**src/rtl/reset_source_defines.vh**
```
// Constants for the reset source controller, its watchdog and its missing-clock detector
// Function
// - Supply low: drive pin low, hold core
// - Hold core 12 cycles after pin release
// - Pin reset sets pin_reset_flag on exit
// - Enabled detector resets on missing clock
// - Bit 2 enables detector, reads its flag
// - Bit 5 makes low comparator a reset
// - Bit 5 reads 1 after comparator reset
// - Bit 6 makes low convert-start a reset
// - Bit 6 reads 1 after convert-start reset
// - Internal resets leave the pin alone
// - 21-bit watchdog overflow forces a reset
// - Any reset: watchdog on, interval 111b
// - Key A5 enables and reloads watchdog
// - DE then AD within 4 clocks disables
// - Key FF locks disable, no reload
// - Timeout is four to (3+interval) cycles
// - Interval written when bit 7 zero, readable
// - Watchdog bit 4 reads active state
// - Bit 4 write forces internal reset, flag
// - Bit 3 flags a watchdog reset
// - Bit 1 selects supply monitor when enabled
// - Bit 0 write forces power-on reset, pin low
// - Power-on flag set by power-on, supply and bit 0 resets
// - Supply reset holds pin for 100 ms
`ifndef RESET_SOURCE_DEFINES_VH
`define RESET_SOURCE_DEFINES_VH

// ****************************************
// Register map (index; byte address is four times it)
// ****************************************
`define IDX_RESET_CAUSE   8'hEF
`define IDX_WDOG_CTRL     8'hFF
`define RESET_CAUSE_RST   8'h00
`define WDOG_INTERVAL_RST 3'h7

// ****************************************
// Field positions of reset_cause_and_enable and of the watchdog control register
// ****************************************
`define BIT_PIN   0
`define BIT_POR   1
`define BIT_MCD   2
`define BIT_WDT   3
`define BIT_SW    4
`define BIT_COMP  5
`define BIT_CNV   6
`define BIT_WDOG_ACTIVE 4
`define BIT_WDOG_KEY    7

// ****************************************
// Watchdog key values
// ****************************************
`define KEY_RELOAD 8'hA5
`define KEY_ARM    8'hDE
`define KEY_DISARM 8'hAD
`define KEY_LOCK   8'hFF
`define DISARM_WINDOW 3'h4

// ****************************************
// Timing
// ****************************************
`define CLK_PERIOD_NS     8
`define MCD_TIMEOUT_NS    100000
`define SUPPLY_TIMEOUT_NS 100000000
`define EXIT_CYCLES       24'h00_000C

`endif

```
**src/rtl/watchdog_timer.v**
```verilog
// Watchdog timer: 21-bit counter with key-write control
`timescale 1ns/1ns
`include "reset_source_defines.vh"
module watchdog_timer (
	// Clock and reset
	input  wire       core_clk,
	input  wire       nrst,
	input  wire       hold,
	// Control register writes
	input  wire       wr_stb,
	input  wire [7:0] wr_data,
	// State
	output reg        active_q,
	output reg  [2:0] interval_q,
	output reg        expire_q
);

	reg [20:0] count_q;   // Cycles since last reload
	reg        lock_q;    // Disable locked out
	reg [2:0]  arm_q;     // Cycles left to finish disable

	// Last count before overflow: 4^(3+n) - 1
	function [20:0] wdog_limit;
		input [2:0] n;
		begin
			wdog_limit = (21'h00_0001 << ({2'b00, n, 1'b0} + 6'h06)) - 21'h00_0001;
		end
	endfunction

	// Counter, keys and interval
	always @(posedge core_clk) begin
		if (!nrst || hold) begin
			count_q    <= 21'h00_0000;
			active_q   <= 1'b1;
			interval_q <= `WDOG_INTERVAL_RST;
			lock_q     <= 1'b0;
			arm_q      <= 3'h0;
			expire_q   <= 1'b0;
		end else begin
			expire_q <= 1'b0;
			if (arm_q != 3'h0)
				arm_q <= arm_q - 3'h1;
			if (active_q) begin
				if (count_q >= wdog_limit(interval_q)) begin
					expire_q <= 1'b1;
					count_q  <= 21'h00_0000;
				end else begin
					count_q <= count_q + 21'h00_0001;
				end
			end
			if (wr_stb) begin
				arm_q <= 3'h0;
				if (!wr_data[`BIT_WDOG_KEY]) begin
					interval_q <= wr_data[2:0];
				end else if (wr_data == `KEY_RELOAD) begin
					active_q <= 1'b1;
					count_q  <= 21'h00_0000;
				end else if (wr_data == `KEY_ARM) begin
					arm_q <= `DISARM_WINDOW;
				end else if (wr_data == `KEY_DISARM && arm_q != 3'h0 && !lock_q) begin
					active_q <= 1'b0;
					count_q  <= 21'h00_0000;
				end else if (wr_data == `KEY_LOCK) begin
					lock_q <= 1'b1;
				end
			end
		end
	end

endmodule // watchdog_timer

```
**src/rtl/missing_clock_detector.v**
```verilog
// Missing-clock detector: times out when the watched clock stops toggling
`timescale 1ns/1ns
module missing_clock_detector #(
	parameter CYCLES = 12500
) (
	// Clock and reset
	input  wire core_clk,
	input  wire nrst,
	// Control and watched clock level (already synchronised)
	input  wire enable,
	input  wire watched_level,
	// Result
	output reg  expire_q
);

	reg [23:0] idle_q;    // Cycles since the last watched edge
	reg        last_q;    // Previous watched level

	// Count idle time, restart on each edge
	always @(posedge core_clk) begin
		if (!nrst) begin
			idle_q   <= 24'h00_0000;
			last_q   <= 1'b0;
			expire_q <= 1'b0;
		end else begin
			last_q   <= watched_level;
			expire_q <= 1'b0;
			if (!enable || watched_level != last_q) begin
				idle_q <= 24'h00_0000;
			end else if ({8'h00, idle_q} >= CYCLES) begin
				expire_q <= 1'b1;
				idle_q   <= 24'h00_0000;
			end else begin
				idle_q <= idle_q + 24'h00_0001;
			end
		end
	end

endmodule // missing_clock_detector

```
**src/rtl/reset_source_and_watchdog.v**
```verilog
// Reset source controller: sequencer, cause register, watchdog and Avalon-MM slave
//
// The Avalon-MM slave port was chosen for this implementation.
`timescale 1ns/1ns
`include "reset_source_defines.vh"
module reset_source_and_watchdog #(
	parameter MCD_CYCLES    = `MCD_TIMEOUT_NS / `CLK_PERIOD_NS,
	parameter SUPPLY_CYCLES = `SUPPLY_TIMEOUT_NS / `CLK_PERIOD_NS
) (
	// Clock and power-on reset
	input  wire        core_clk,
	input  wire        nrst,
	// Avalon-MM slave
	input  wire [9:0]  avs_address,
	input  wire        avs_read,
	input  wire        avs_write,
	input  wire [31:0] avs_writedata,
	input  wire [3:0]  avs_byteenable,
	output reg  [31:0] avs_readdata,
	output reg         avs_waitrequest,
	// Reset sources
	input  wire        supply_below_threshold,
	input  wire        supply_monitor_enable_pin,
	input  wire        rst_pin_in_n,
	input  wire        comparator_output,
	input  wire        convert_start_input_n,
	input  wire        watched_clk_level,
	// Reset outputs
	output reg         sys_rst_n,
	output reg         rst_pin_out,
	output reg         rst_pin_oe_n
);

	// ****************************************
	// Local encodings
	// ****************************************
	localparam [1:0] ST_RUN      = 2'b00;   // Core running
	localparam [1:0] ST_HOLD     = 2'b01;   // Level source still asserted
	localparam [1:0] ST_EXIT     = 2'b10;   // Counting out of reset
	localparam [1:0] ST_PIN_HOLD = 2'b11;   // Power-on style, pin driven

	// Reset causes
	localparam [2:0] C_PIN  = 3'd0;         // Cause codes follow flag bits
	localparam [2:0] C_POR  = 3'd1;
	localparam [2:0] C_MCD  = 3'd2;
	localparam [2:0] C_WDT  = 3'd3;
	localparam [2:0] C_SW   = 3'd4;
	localparam [2:0] C_COMP = 3'd5;
	localparam [2:0] C_CNV  = 3'd6;

	// ****************************************
	// Declarations
	// ****************************************
	reg  [3:0]  sync1_q;                    // First synchroniser stage
	reg  [3:0]  sync2_q;                    // Second synchroniser stage
	reg  [1:0]  state_q;                    // Sequencer state
	reg  [1:0]  state_d;
	reg  [2:0]  cause_q;                    // Cause of the reset in progress
	reg  [2:0]  cause_d;
	reg  [23:0] cnt_q;                      // Exit and pin-hold counter
	reg  [23:0] cnt_d;
	reg         exit_d;                     // Reset ends this cycle
	reg  [7:0]  flags_q;                    // Cause flags seen by reads, bit 7 reserved
	reg  [1:0]  own_drive_q;                // Our pin drive, delayed like the pin
	reg         mcd_en_q;                   // Missing-clock detector enable
	reg         comp_en_q;                  // Comparator reset enable
	reg         cnv_en_q;                   // Convert-start reset enable
	reg         mon_sel_q;                  // Supply monitor selected
	reg         sw_force_q;                 // Software internal reset request
	reg         sw_por_q;                   // Software power-on reset request
	reg         wait_q;                     // Waitrequest state
	reg  [31:0] rdata_d;                    // Read mux result
	reg         source_active;              // Held level source still low
	wire        pin_low;                    // Synchronised pin asserted
	wire        comp_low;                   // Synchronised comparator low
	wire        cnv_low;                    // Synchronised convert-start low
	wire        watched_sync;               // Synchronised watched clock
	wire        supply_fault;               // Supply monitor asking for reset
	wire        bus_take;                   // Access completes this edge
	wire        hit_cause;                  // Address hits cause register
	wire        hit_wdog;                   // Address hits watchdog control
	wire        wdog_wr;                    // Watchdog control write strobe
	wire        wdog_active;
	wire [2:0]  wdog_interval;
	wire        wdog_expire;
	wire        mcd_expire;

	// One-hot flag pattern for a cause code
	function [6:0] cause_flags;
		input [2:0] c;
		begin
			cause_flags = 7'h00;
			cause_flags[c] = 1'b1;
		end
	endfunction

	// Register decode: word index at byte address index*4
	function reg_hit;
		input [9:0] addr;
		input [7:0] idx;
		begin
			reg_hit = (addr[9:2] == idx) && (addr[1:0] == 2'b00);
		end
	endfunction

	// ****************************************
	// Input synchronisers
	// ****************************************

	// Two flip-flops on the pin, comparator, convert-start and watched clock inputs
	always @(posedge core_clk) begin
		if (!nrst) begin
			sync1_q <= 4'b0111;
			sync2_q <= 4'b0111;
		end else begin
			sync1_q <= {watched_clk_level, convert_start_input_n, comparator_output, rst_pin_in_n};
			sync2_q <= sync1_q;
		end
	end

	// The pin reads low for two cycles after we stop driving it;
	// this copy of our drive passes the same two stages to mask that
	always @(posedge core_clk) begin
		if (!nrst)
			own_drive_q <= 2'b11;
		else
			own_drive_q <= {own_drive_q[0], ~rst_pin_oe_n};
	end

	assign pin_low      = ~sync2_q[0] & ~own_drive_q[1];
	assign comp_low     = ~sync2_q[1];     // Positive input below negative
	assign cnv_low      = ~sync2_q[2];
	assign watched_sync = sync2_q[3];

	// Monitor acts only while its enable pin is high and it is selected
	assign supply_fault = supply_monitor_enable_pin & mon_sel_q & supply_below_threshold;

	// ****************************************
	// Watchdog and missing-clock detector
	// ****************************************
	// Watchdog stays cleared while the core is in reset
	watchdog_timer u_wdog (
		.core_clk   (core_clk),
		.nrst       (nrst),
		.hold       (state_q != ST_RUN),
		.wr_stb     (wdog_wr),
		.wr_data    (avs_writedata[7:0]),
		.active_q   (wdog_active),
		.interval_q (wdog_interval),
		.expire_q   (wdog_expire)
	);

	// Detector runs only while the core runs
	missing_clock_detector #(
		.CYCLES (MCD_CYCLES)
	) u_mcd (
		.core_clk      (core_clk),
		.nrst          (nrst),
		.enable        (mcd_en_q && state_q == ST_RUN),
		.watched_level (watched_sync),
		.expire_q      (mcd_expire)
	);

	// ****************************************
	// Reset sequencer
	// ****************************************

	// Is the level source behind the held reset still asserted
	always @* begin
		case (cause_q)
			C_PIN:   source_active = pin_low;
			C_COMP:  source_active = comp_low && comp_en_q;
			C_CNV:   source_active = cnv_low && cnv_en_q;
			// Internal causes have no level to wait for
			default: source_active = 1'b0;
		endcase
	end

	// Next state, cause and counter
	always @* begin
		state_d = state_q;
		cause_d = cause_q;
		cnt_d   = cnt_q;
		exit_d  = 1'b0;
		if (supply_fault || sw_por_q) begin
			// Supply drop or software power-on reset restart the pin hold
			state_d = ST_PIN_HOLD;
			cause_d = C_POR;
			cnt_d   = 24'h00_0000;
		end else begin
			case (state_q)
				ST_RUN: begin
					cnt_d = 24'h00_0000;
					// Highest priority source wins
					if (pin_low) begin
						state_d = ST_HOLD;
						cause_d = C_PIN;
					end else if (mcd_expire) begin
						state_d = ST_EXIT;
						cause_d = C_MCD;
					end else if (wdog_expire) begin
						state_d = ST_EXIT;
						cause_d = C_WDT;
					end else if (comp_low && comp_en_q) begin
						state_d = ST_HOLD;
						cause_d = C_COMP;
					end else if (cnv_low && cnv_en_q) begin
						state_d = ST_HOLD;
						cause_d = C_CNV;
					end else if (sw_force_q) begin
						state_d = ST_EXIT;
						cause_d = C_SW;
					end
				end
				ST_HOLD: begin
					// Level sources keep the core in reset while asserted
					if (!source_active) begin
						state_d = ST_EXIT;
						cnt_d   = 24'h00_0000;
					end
				end
				ST_EXIT: begin
					// A new pin press restarts the hold
					if (pin_low) begin
						state_d = ST_HOLD;
						cause_d = C_PIN;
						cnt_d   = 24'h00_0000;
					end else if (cnt_q == `EXIT_CYCLES - 24'h00_0001) begin
						state_d = ST_RUN;
						exit_d  = 1'b1;
					end else begin
						cnt_d = cnt_q + 24'h00_0001;
					end
				end
				ST_PIN_HOLD: begin
					// Pin stays low for the supply timeout after recovery
					if ({8'h00, cnt_q} >= SUPPLY_CYCLES - 1) begin
						state_d = ST_EXIT;
						cnt_d   = 24'h00_0000;
					end else begin
						cnt_d = cnt_q + 24'h00_0001;
					end
				end
				default: begin
					// Unused code: restart as after power-on
					state_d = ST_PIN_HOLD;
					cause_d = C_POR;
					cnt_d   = 24'h00_0000;
				end
			endcase
		end
	end

	// Sequencer registers, flags and reset outputs
	always @(posedge core_clk) begin
		if (!nrst) begin
			// Power-on: hold the pin and the core
			state_q      <= ST_PIN_HOLD;
			cause_q      <= C_POR;
			cnt_q        <= 24'h00_0000;
			flags_q      <= `RESET_CAUSE_RST;
			sys_rst_n    <= 1'b0;
			rst_pin_out  <= 1'b0;
			rst_pin_oe_n <= 1'b0;
		end else begin
			// Counter and cause advance every cycle
			state_q     <= state_d;
			cause_q     <= cause_d;
			cnt_q       <= cnt_d;
			rst_pin_out <= 1'b0;
			// Only the power-on style hold drives the pin
			rst_pin_oe_n <= (state_d != ST_PIN_HOLD);
			sys_rst_n    <= (state_d == ST_RUN);
			// Flags show only the cause of the reset just left
			if (exit_d)
				flags_q <= {1'b0, cause_flags(cause_q)};
		end
	end

	// ****************************************
	// Avalon-MM slave
	// ****************************************
	assign hit_cause = reg_hit(avs_address, `IDX_RESET_CAUSE);
	assign hit_wdog  = reg_hit(avs_address, `IDX_WDOG_CTRL);
	assign bus_take  = (avs_read || avs_write) && !wait_q;
	// Writes land only with byte lane 0 enabled
	assign wdog_wr   = bus_take && avs_write && avs_byteenable[0] && hit_wdog;

	// Read data for the addressed register; unmapped reads return zero
	always @* begin
		rdata_d = 32'h0000_0000;
		if (hit_cause) begin
			// Bit 7 is reserved and reads zero
			rdata_d[7:0] = flags_q;
		end else if (hit_wdog) begin
			rdata_d[2:0]              = wdog_interval;
			rdata_d[`BIT_WDOG_ACTIVE] = wdog_active;
		end
	end

	// Waitrequest, read data and software-written controls
	always @(posedge core_clk) begin
		if (!nrst) begin
			wait_q          <= 1'b1;
			avs_waitrequest <= 1'b1;
			avs_readdata    <= 32'h0000_0000;
			mcd_en_q        <= 1'b0;
			comp_en_q       <= 1'b0;
			cnv_en_q        <= 1'b0;
			mon_sel_q       <= 1'b1;
			sw_force_q      <= 1'b0;
			sw_por_q        <= 1'b0;
		end else begin
			sw_force_q <= 1'b0;
			sw_por_q   <= 1'b0;
			// Enables return to zero with every reset exit
			if (exit_d) begin
				mcd_en_q  <= 1'b0;
				comp_en_q <= 1'b0;
				cnv_en_q  <= 1'b0;
			end
			// One wait cycle per access, then the answer
			if ((avs_read || avs_write) && wait_q) begin
				// First cycle of an access: prepare the answer
				wait_q          <= 1'b0;
				avs_waitrequest <= 1'b0;
				avs_readdata    <= rdata_d;
			end else begin
				// Second cycle: the access completes, writes land here
				wait_q          <= 1'b1;
				avs_waitrequest <= 1'b1;
				if (bus_take && avs_write && avs_byteenable[0] && hit_cause) begin
					// Enables are plain bits, force bits one-cycle pulses
					mcd_en_q  <= avs_writedata[`BIT_MCD];
					comp_en_q <= avs_writedata[`BIT_COMP];
					cnv_en_q  <= avs_writedata[`BIT_CNV];
					if (avs_writedata[`BIT_SW])
						sw_force_q <= 1'b1;
					if (avs_writedata[`BIT_PIN])
						sw_por_q <= 1'b1;
					if (supply_monitor_enable_pin)
						mon_sel_q <= avs_writedata[`BIT_POR];
				end
			end
		end
	end

endmodule // reset_source_and_watchdog

```
**config.mk**
```make
export PLATFORM = sky130hd
export DESIGN_NAME = reset_source_and_watchdog
export DESIGN_NICKNAME = d
export VERILOG_FILES = /design/src/rtl/watchdog_timer.v /design/src/rtl/missing_clock_detector.v /design/src/rtl/reset_source_and_watchdog.v
export VERILOG_INCLUDE_DIRS = /design/src /design/src/rtl
export SDC_FILE = /design/constraint.sdc
export NUM_CORES = 1
export LEC_CHECK = 0
export ABC_CLOCK_PERIOD_IN_PS = 6350
export BUFFER_PORTS_ARGS = -buffer_cell sky130_fd_sc_hd__buf_2
export CAP_MARGIN = 40
export CORE_ASPECT_RATIO = 1.4
export CORE_UTILIZATION = 25
export CTS_CLUSTER_SIZE = 20
export DETAILED_ROUTE_END_ITERATION = 12
export PLACE_DENSITY_LB_ADDON = 0.08
export SLEW_MARGIN = 20
export SYNTH_ARGS = -nofsm -noshare
export SYNTH_HDL_FRONTEND = slang
export SYNTH_SLANG_ARGS = --single-unit
```
**constraint.sdc**
```tcl
create_clock -name core_clk -period 6.35 [get_ports core_clk]
set_input_delay 0.3175 -clock core_clk [delete_from_list [all_inputs] [get_ports core_clk]]
set_output_delay 0.3175 -clock core_clk [all_outputs]
set_load 0.02 [all_outputs]
```
Yosys cells after proc, flatten, opt, wreduce, memory -nomap -nowiden
Index checks and enable logic that the tools add are counted.
{"block": "totals", "regBits": 119, "latchBits": 0, "ram_bits": 0, "rom_bits": 0, "in_bits": 56, "output_inout_bits": 36, "word_cells": 182, "mem_count": 0}
{"block": "classes", "addsub": 6, "n_mul": 0, "n_div": 0, "magnitude_cmp": 5, "n_eq_ne": 19, "n_shift": 1, "mux": 67, "bitwise": 16, "n_reduce_logical": 42}
{"op": "two-way mux 21 bit", "n": 7}
{"op": "two-way mux 24 bit", "n": 4}
{"op": "one-hot mux 24 bit (4 select lines)", "n": 1}
{"op": "adder 24 x 1 -> 24 bit (second input constant)", "n": 2}
{"op": "equality test 8 bit (second input constant)", "n": 6}
{"op": "two-way mux 3 bit", "n": 14}
{"op": "two-way mux 1 bit", "n": 25}
{"op": "equality test 24 x 4 -> 1 bit (second input constant)", "n": 1}
{"op": ">= comparator 24 x 14 -> 1 bit (second input constant)", "n": 1}
{"op": ">= comparator 24 bit (second input constant)", "n": 1}
{"op": "two-way mux 2 bit", "n": 12}
{"op": "adder 21 x 1 -> 21 bit (second input constant)", "n": 1}
{"op": ">= comparator 21 bit", "n": 1}
{"op": "left shift 1 x 6 -> 21 bit (first input constant)", "n": 1}
{"op": "subtractor 21 x 1 -> 21 bit (second input constant)", "n": 1}
{"op": "logical AND 1 bit", "n": 14}
{"op": "NOT 1 bit", "n": 13}
{"op": "one-hot mux 2 bit (4 select lines)", "n": 1}
{"op": "nonzero test 2 bit", "n": 4}
{"op": "inequality test 7 x 3 -> 1 bit (second input constant)", "n": 1}
{"op": "equality test 3 bit (second input constant)", "n": 2}
{"op": "logical NOT 2 bit", "n": 3}
{"op": "inequality test 2 bit (second input constant)", "n": 3}
{"op": "one-hot mux 3 bit (2 select lines)", "n": 1}
{"op": "22 further kinds", "n": 36}

Depth between registers and ports, before layout
Gate-level depths: netlist (run 1).
{"block": "depth", "depth_word": 11, "depth_mapped": 13, "depth_no_buf": 11}

Hierarchy
Synthesis (run 1) repeated with hierarchy kept, for this count alone.
{"block": "unflattened", "hier_cells": 691, "area_unflattened_um2": 5972.0}
{"module": "reset_source_and_watchdog", "instances": 1, "cells_per_inst": 358, "area_each_um2": 3024.2, "seq_area_each_um2": 1241.2}
{"module": "watchdog_timer", "instances": 1, "cells_per_inst": 236, "area_each_um2": 2013.2, "seq_area_each_um2": 600.6}
{"module": "missing_clock_detector", "instances": 1, "cells_per_inst": 97, "area_each_um2": 934.6, "seq_area_each_um2": 520.5}

Worst setup path after synthesis (run 1)
No wires, ideal clock.
{"block": "synth_timing", "kind": "register to register", "start": "register u_wdog.interval_q[2]", "end": "register u_wdog.count_q[10]", "setup_ns": 0.130, "arrival_ns": 2.499, "required_ns": 6.220, "slack_ns": 3.721, "stages_incl_launch_ff": 13, "n_path_buf": 2, "synth_period_minus_slack_ns": 2.629, "path_cell_list": "dfxtp_1 clkbuf_1 inv_1 nor2_1 nand2_1 ha_1 nand4_1 nor4_1 a221oi_1 o211ai_1 o21a_1 clkbuf_1 nor3_1"}
{"block": "synth_between", "elab_chain_len": 11}
{"item": "start, declared", "line": "watchdog_timer.v:14", "source": "output reg [2:0] interval_q,"}
{"item": "start signal, assigned", "line": "watchdog_timer.v:35", "source": "interval_q <= `WDOG_INTERVAL_RST;"}
{"item": "start signal, assigned", "line": "watchdog_timer.v:54", "source": "interval_q <= wr_data[2:0];"}
{"item": "adder 4 x 3 -> 5 bit (*)", "line": "watchdog_timer.v:26", "source": "wdog_limit = (21'h00_0001 << ({2'b00, n, 1'b0} + 6'h06)) - 21'h00_0001;"}
{"item": "left shift 1 x 6 -> 21 bit (*)", "line": "watchdog_timer.v:26"}
{"item": "subtractor 21 x 1 -> 21 bit (*)", "line": "watchdog_timer.v:26"}
{"item": ">= comparator 21 bit (*)", "line": "watchdog_timer.v:44", "source": "if (count_q >= wdog_limit(interval_q)) begin"}
{"item": "two-way mux 21 bit (*)", "line": "watchdog_timer.v:44"}
{"item": "two-way mux 21 bit (*)", "line": "watchdog_timer.v:43", "source": "if (active_q) begin"}
{"item": "two-way mux 21 bit", "line": "watchdog_timer.v:60", "source": "end else if (wr_data == `KEY_DISARM && arm_q != 3'h0 && !lock_q) begin"}
{"item": "two-way mux 21 bit", "line": "watchdog_timer.v:58", "source": "end else if (wr_data == `KEY_ARM) begin"}
{"item": "two-way mux 21 bit", "line": "watchdog_timer.v:55", "source": "end else if (wr_data == `KEY_RELOAD) begin"}
{"item": "two-way mux 21 bit", "line": "watchdog_timer.v:53", "source": "if (!wr_data[`BIT_WDOG_KEY]) begin"}
{"item": "two-way mux 21 bit (*)", "line": "watchdog_timer.v:51", "source": "if (wr_stb) begin"}
{"item": "end signal, assigned", "line": "watchdog_timer.v:48", "source": "count_q <= count_q + 21'h00_0001;"}
{"item": "end, declared", "line": "watchdog_timer.v:18", "source": "reg [20:0] count_q;"}
Every way passes the cells marked *; elsewhere a longest branch is shown, timed or not.
A chain may end at the register's enable or synchronous reset.

Worst setup path in the final report (run 1)
{"block": "layout_timing", "start": "register u_wdog.interval_q[2]", "end": "register u_wdog.expire_q"}
{"block": "layout_between", "elab_chain_len": 5}
{"item": "adder 4 x 3 -> 5 bit", "line": "watchdog_timer.v:26"}
{"item": "left shift 1 x 6 -> 21 bit", "line": "watchdog_timer.v:26"}
{"item": "subtractor 21 x 1 -> 21 bit", "line": "watchdog_timer.v:26"}
{"item": ">= comparator 21 bit", "line": "watchdog_timer.v:44"}
{"item": "two-way mux 1 bit", "line": "watchdog_timer.v:44"}
{"item": "end signal, assigned", "line": "watchdog_timer.v:38", "source": "expire_q <= 1'b0;"}
{"item": "end signal, assigned", "line": "watchdog_timer.v:40", "source": "expire_q <= 1'b0;"}
{"item": "end signal, assigned", "line": "watchdog_timer.v:45", "source": "expire_q <= 1'b1;"}
{"item": "end, declared", "line": "watchdog_timer.v:15", "source": "output reg expire_q"}
Every way passes these cells.

==> key figures, run 1 <==
Status
  • Status: completed

Clock tree
  • H-tree levels: 4
  • TritonCTS Buffers: 17
  • Root buffer cell: clkbuf_16
  • Clock transition at the registers of the reported paths: 0.06 ns
  • Bufs on Longest Clock Path: 2
  • CTS tree: done
  • Cts hold-fix bufs: 0
  • Sink Count: 118
  • Post-CTS Setup Bufs: 0
  • Post-CTS Resized: 0
  • Clk_lat worst skew: 0.42 ns

Power
  • Pwr Total: 0.00180 W
  • Switching Share: 22.6%
  • Flop pwr share: 41.7%
  • Sw Pwr: 0.000407 W
  • Comb pwr share: 3.5%
  • Peak VDD IR: 0.000184 V
  • Leak pwr: 2.73 nW
  • Internal: 0.00140 W
  • Pwr Density: 256 mW/mm^2
  • Clock Power Share: 54.8%

Synthesis
  • Sequential element share of the synthesized area: 39.4%
  • Top_reg_cell synth: dfxtp_1
  • Register bit total from synthesis: 118
  • Asr flop ratio synth: 0%
  • Most instantiated cells after synthesis: dfxtp_1 (118), nor2_1 (70), nand2_1 (62)
  • Count of cell types in the netlist: 62
  • Most frequent cell after synthesis: dfxtp_1
  • Syn avg cell area: 8.52 um^2
  • Dominant cells by area after synthesis: dfxtp_1 (39%), ha_1 (5.8%), xnor2_1 (4.5%)
  • Synth area leader: dfxtp_1
  • Post-synth top area share: 39.4%
  • Post-synthesis cell area: 0.00600 mm^2
  • Number of enable flip-flop cells after synthesis: 0
  • Synth warnings: 0
  • Gate Count Post-Synth: 704

Critical path
  • Critical path launch point type: flip-flop
  • Crit-path max cell delay: 0.66 ns
  • Critical-path top delay cell: o21a_1
  • WP data arrival: 3.62 ns
  • WP data required: 6.71 ns
  • CP endpoint kind: flip-flop
  • Critical-path cell list: inv_1, nor2_1, nand2_1, ha_1, nand4_1, nor4_1, a221oi_1, o211ai_1, o21a_1, and2_1
  • Critical path type: reg2reg
  • CP max FO: 17

Placed design
  • Detailed-placement wirelength estimate: 11200 um
  • Cells after DPL: 1038
  • Port Buf Inserts: 38
  • Area post-placement: 0.00645 mm^2
  • GP Congestion: 0.746

Routing
  • DR WL/cell: 13.9 um
  • Routed WL: 14800 um
  • Met3 WL: 393 um
  • DRT Pass-1 Iters: 4
  • DR DRC count: 0
  • Met2 wire length: 7890 um
  • Iteration-0 DRC Markers: 187
  • Drt via density: 4.61
  • Uppermost routed layer: met4
  • Routed length on met1: 6320 um
  • Antenna Nets Post-Route: 0
  • Vias: 4935

GRT
  • Largest net degree at the start of global routing: 37
  • Tot GR Track Use: 12.8%
  • Initial antenna violation count: 0
  • Vias in the first global route: 4921
  • Final global-route overflow total: 0
  • First-pass GRT wire length: 24200 um

Worst hold path
  • Worst Hold Class: in2reg

Floorplan
  • Core area: 0.0234 mm^2
  • Die height: 185 um
  • Cell row count: 66
  • I/O pin count: 92
  • Die W: 133 um
  • Initial Util: 25.7%
  • Area of the die: 0.0246 mm^2

STA
  • Hold_ws: 0.0893 ns
  • RSZ-0062 raised after global routing: false
  • Setup violations, final: 0
  • Worst slew margin: 50.4%
  • Hold Fails Final Rpt: 0
  • Max Fclk: 307 MHz
  • Setup TNS: 0 ns
  • Period Utilization, post-route: 51.3%
  • Fin crit period: 3.26 ns
  • Least-Margin Pin Slew: 0.745 ns
  • Max-slew violation count: 0
  • Fin Clk Skew: 0.0106 ns

Cells and area
  • Diode count: 0
  • Fraction of layout cells with a size suffix above 1: 11.3%
  • Final instance area: 0.00705 mm^2
  • # nets final: 835
  • Area Overhead vs Synth: 17.5%
  • Fillcell total: 2519
  • Fin cells: 1070

Job
  • Max Cap Viol: 0
==> critical path: cells and delay by family, from the launching register on <==
kind	cells	cell delay (ns)
adder cells (fa/ha/maj)	1	0.32
AND/OR/NAND/NOR	5	1.07
AO/OA/AOI/OAI	3	1.11
buffers and inverters	1	0.17
flip-flops	1	0.52
==> area by class of cell <==
cell class                 count  area, um^2  share of cell area [%]
multi-input combinational    551        3400                    48.2
clock inverter                11         150                    2.13
inverter                      22        82.6                    1.17
clock buffer                  21         450                    6.39
sequential                   118        2360                    33.5
tap                          306         383                    5.43
timing repair buffer          41         220                    3.12
==> path summary, 6_finish.rpt <==
path                            cells past startpoint  slack [ns]               to            startpoint
worst max-delay path                               10        3.09  u_wdog.expire_q  u_wdog.interval_q[2]
worst min-delay path                                2        0.09       sync1_q[0]          rst_pin_in_n
worst max register to register                     10        3.09  u_wdog.expire_q  u_wdog.interval_q[2]
worst min register to register                      1        0.40   own_drive_q[0]          rst_pin_oe_n
==> metal layers <==
layer	up-vias	track usage [%]
met1	2342	13.4
met5	-	0
li1	2508	-
met4	0	5.24
met3	17	3.20
met2	68	24.0
==> cell usage in the layout, fill, tap and decap left out, types with 4 or more instances in the layout <==
cell	netlist	final
xor2_1	12	12
a221oi_1	6	6
o21ai_0	14	14
ha_1	28	28
and4_1	7	7
buf_2	7	38
nor4_1	10	10
or3_1	5	5
clkbuf_16	0	17
nand3b_1	4	4
nand3_1	30	30
a211oi_1	4	4
or2_2	6	6
or4_1	5	5
a21oi_1	26	26
nor3_1	39	39
nor2_1	70	70
nor2b_1	17	17
dfxtp_1	118	118
o211ai_1	6	6
xnor2_1	31	31
inv_1	21	21
and3_1	14	14
nand4_1	13	13
nor3b_1	5	5
and2_1	8	8
nand2b_1	21	21
nand2_1	62	62
conb_1	2	41
a31oi_1	4	4
a21o_1	9	9
mux2i_1	12	12
==> flip-flops by register name (all words and copies together), names as in the netlist, 2 cells and up <==
name,flops
sync1_q,4
sync2_q,4
u_wdog.interval_q,3
u_wdog.count_q,21
avs_readdata,7
u_wdog.arm_q,3
own_drive_q,2
state_q,2
cause_q,3
cnt_q,24
u_mcd.idle_q,24
flags_q,7
==> stage by stage <==
stage / worst slack [ns] / utilization, %
CTS: 2.94 / 30.2
detailed placement: 2.95 / 27.6
floorplan: 3.72 / -
global placement: 3.00 / 27.5
finish: 3.09 / 30.2
global route: 2.63 / 30.2
==> power groups by stage <==
| stage | registers [W] | logic [W] | clock network [W] |
|---|---|---|---|
| after floorplan | 0.000768 | 0.0000545 | 0 |
| after global placement | 0.000768 | 0.0000639 | 0 |
| after detailed placement | 0.000768 | 0.0000645 | 0 |
| after CTS | 0.000752 | 0.0000645 | 0.00102 |
| after global routing | 0.000753 | 0.0000713 | 0.00106 |
| final | 0.000752 | 0.0000639 | 0.000988 |
==> cells by family after synthesis <==
group | synth area share [%]
fa+ha+maj | 5.84
simple gates | 28.1
xor+xnor | 6.28
buf+inv | 6.46
mux | 2.00
other cells | 0.125
compound gates | 11.8
flops | 39.4
No activity file was read; power rests on OpenSTA's default activity.
==> run 2: changes to the inputs <==
--- a/config.mk
+++ b/config.mk
@@ -6,7 +6,7 @@
 export SDC_FILE = /design/constraint.sdc
 export NUM_CORES = 1
 export LEC_CHECK = 0
-export ABC_CLOCK_PERIOD_IN_PS = 6350
+export ABC_CLOCK_PERIOD_IN_PS = 2700
 export BUFFER_PORTS_ARGS = -buffer_cell sky130_fd_sc_hd__buf_2
 export CAP_MARGIN = 40
 export CORE_ASPECT_RATIO = 1.4
==> constraint.sdc (replaced) <==
create_clock -name core_clk -period 2.7 [get_ports core_clk]
set_input_delay 0.135 -clock core_clk [delete_from_list [all_inputs] [get_ports core_clk]]
set_output_delay 0.135 -clock core_clk [all_outputs]
set_load 0.02 [all_outputs]
==> run 2 against run 1 <==
Effect of this change:
- total power grew 130%
- combinational power rose to 2.5 times the previous value
- count of clock-buffer cells in the layout down 3
- routed wire length is 2.5% higher
- critical path depth is the same
- highest routed layer unchanged
==> key figures, run 2 (synthesis results as in run 1) <==
Floorplan
  • I/O pin count: 92 (unchanged)
  • Initial Util: 25.7% (unchanged)
  • Die height: 185 um (unchanged)
  • Core area: 0.0234 mm^2 (unchanged)
  • Cell row count: 66 (unchanged)
  • Die W: 133 um (unchanged)
  • Area of the die: 0.0246 mm^2 (unchanged)

STA
  • Setup violations, final: 0 (unchanged)
  • Least-Margin Pin Slew: 0.626 ns (-0.119 ns)
  • Final worst slack: 0.185 ns (-2.91 ns)
  • Setup TNS: 0 ns (unchanged)
  • Max-slew violation count: 0 (unchanged)
  • Hold_ws: 0.0181 ns (-0.0712 ns)
  • Hold Fails Final Rpt: 0 (unchanged)
  • Max Fclk: 398 MHz (+30%)
  • RSZ-0062 raised after global routing: false
  • Fin Clk Skew: 0.00966 ns (-0.000922 ns)
  • Worst slew margin: 58.0% (+7.6 points)
  • Period Utilization, post-route: 93.1% (+42 points)
  • Fin crit period: 2.51 ns (-0.742 ns)

Critical path
  • CP endpoint kind: flip-flop
  • Critical-path cell list: or2_2, a21oi_2, ha_1, a21oi_1, o21ai_0, a221oi_1, o211ai_1, o21a_1, buf_12, and2_1
  • Critical path type: reg2reg
  • Critical path launch point type: flip-flop
  • CP max FO: 13 (-4)
  • Crit-path max cell delay: 0.38 ns (-0.28 ns)
  • WP data arrival: 2.82 ns (-0.80 ns)
  • Critical-path top delay cell: dfxtp_2
  • WP data required: 3.00 ns (-3.71 ns)

Placed design
  • GP Congestion: 0.757 (+1.5%)
  • Area post-placement: 0.00658 mm^2 (+2.1%)
  • Port Buf Inserts: 38 (unchanged)
  • Cells after DPL: 1054 (+1.5%)
  • Pre-CTS setup slack: 0.0790 ns (-2.87 ns)
  • Detailed-placement wirelength estimate: 11500 um (+2.7%)

Routing
  • DR DRC count: 0 (unchanged)
  • Uppermost routed layer: met4
  • Vias: 5040 (+2.1%)
  • Met2 wire length: 8070 um (+2.3%)
  • Iteration-0 DRC Markers: 158 (-16%)
  • Antenna Nets Post-Route: 0 (unchanged)
  • Routed WL: 15200 um (+2.5%)
  • Drt via density: 4.62 (+0.25%)
  • DR WL/cell: 14.0 um (+0.58%)
  • Routed length on met1: 6480 um (+2.5%)
  • DRT Pass-1 Iters: 4 (unchanged)
  • Met3 WL: 404 um (+2.8%)

Job
  • Max Cap Viol: 0 (unchanged)

Cells and area
  • Fin cells: 1090 (+1.9%)
  • Most frequent cells in the layout: dfxtp_1 (115), nor2_1 (70), nand2_1 (62), conb_1 (41)
  • # nets final: 856 (+2.5%)
  • Final instance area: 0.00721 mm^2 (+2.3%)
  • Largest regs: cnt_q: 24 flops, u_mcd.idle_q: 24 flops, u_wdog.count_q: 21 flops
  • Diode count: 0 (unchanged)
  • Commonest non-fill, non-tap cell in the layout: dfxtp_1
  • Fraction of layout cells with a size suffix above 1: 13.8% (+2.5 points)
  • Area Overhead vs Synth: 20.1%

Worst hold path
  • Worst Hold Class: in2reg

GRT
  • Vias in the first global route: 4916 (-0.10%)
  • Final global-route overflow total: 0 (unchanged)
  • Initial antenna violation count: 0 (unchanged)
  • Largest net degree at the start of global routing: 22 (-41%)
  • Tot GR Track Use: 13.0% (+0.23 points)
  • First-pass GRT wire length: 25000 um (+3.0%)

Power
  • Leak pwr: 2.81 nW (+2.9%)
  • Pwr Density: 569 mW/mm^2 (+120%)
  • Peak VDD IR: 0.000439 V (+140%)

Clock tree
  • Sink Count: 118 (unchanged)
  • Post-CTS Setup Bufs: 0 (unchanged)
  • Root buffer cell: clkbuf_16
  • TritonCTS Buffers: 17 (unchanged)
  • Bufs on Longest Clock Path: 2 (unchanged)
  • Clk_lat worst skew: 0.42 ns (about the same)
  • Clock transition at the registers of the reported paths: 0.05 ns (about the same)
  • CTS tree: done
  • H-tree levels: 4 (unchanged)

Status
  • Status: completed
[run 2: changes by cell type in the layout (fill, tap and decap cells not counted), sizes merged]
cell	change
clkinvlp	+3
dlygate4sd3	+5
buf	+16
inv	+3
clkbuf	-3
bufinv	-2
clkinv	-2
[run 2: final timing paths]
| path | startpoint | endpoint | slack [ns] | depth (start not counted) |
|---|---|---|---|---|
| max | u_wdog.interval_q[1] | u_wdog.expire_q | 0.19 | 10 |
| min | avs_writedata[1] | mon_sel_q | 0.02 | 3 |
| max reg2reg | u_wdog.interval_q[1] | u_wdog.expire_q | 0.19 | 10 |
| min reg2reg | sync1_q[0] | sync2_q[0] | 0.40 | 1 |
[run 2: per-layer routing]
metal | up-vias | track usage [%]
li1 | 2545 | -
met1 | 2391 | 14.4
met2 | 88 | 24.0
met3 | 16 | 2.68
met4 | 0 | 5.33
met5 | - | 0
[run 2: metrics by stage]
step,power [W],util (%)
final,0.00410,30.8
after global placement,0.00196,28.2
after floorplan,0.00193,-
after detailed placement,0.00196,28.2
after CTS,0.00417,30.8
after global routing,0.00427,30.8
[run 2: what timing repair did]
| action | 4_1_cts | 5_1_grt |
|---|---|---|
| hold buffers | 5 | 0 |
| gates resized for setup | 0 | 5 |
| hold endpoints to repair | 5 | 0 |
| setup endpoints to repair | 0 | 22 |
[run 2: where the power goes]
group / switching [W] / leakage (nW) / internal, W
Clock: 0.000879 / 0.262 / 0.00129
Sequential: 0.00000888 / 0.956 / 0.00176
Combinational: 0.000107 / 1.59 / 0.0000545
[run 2: worst max-delay path, delay by kind of cell (launching register included)]
family          cells  cell delay (ns)
buf+inv             1             0.16
fa+ha+maj           1             0.25
flops               1             0.38
simple gates        2             0.50
compound gates      6             1.09
[run 2: cell type report]
class	count	area, um^2
Fill cell	2484	16200
Multi-Input combinational cell	551	3400
Sequential cell	118	2370
Clock buffer	18	439
Timing Repair Buffer	62	408
Tap cell	306	383
Clock inverter	13	125
Inverter	22	82.6
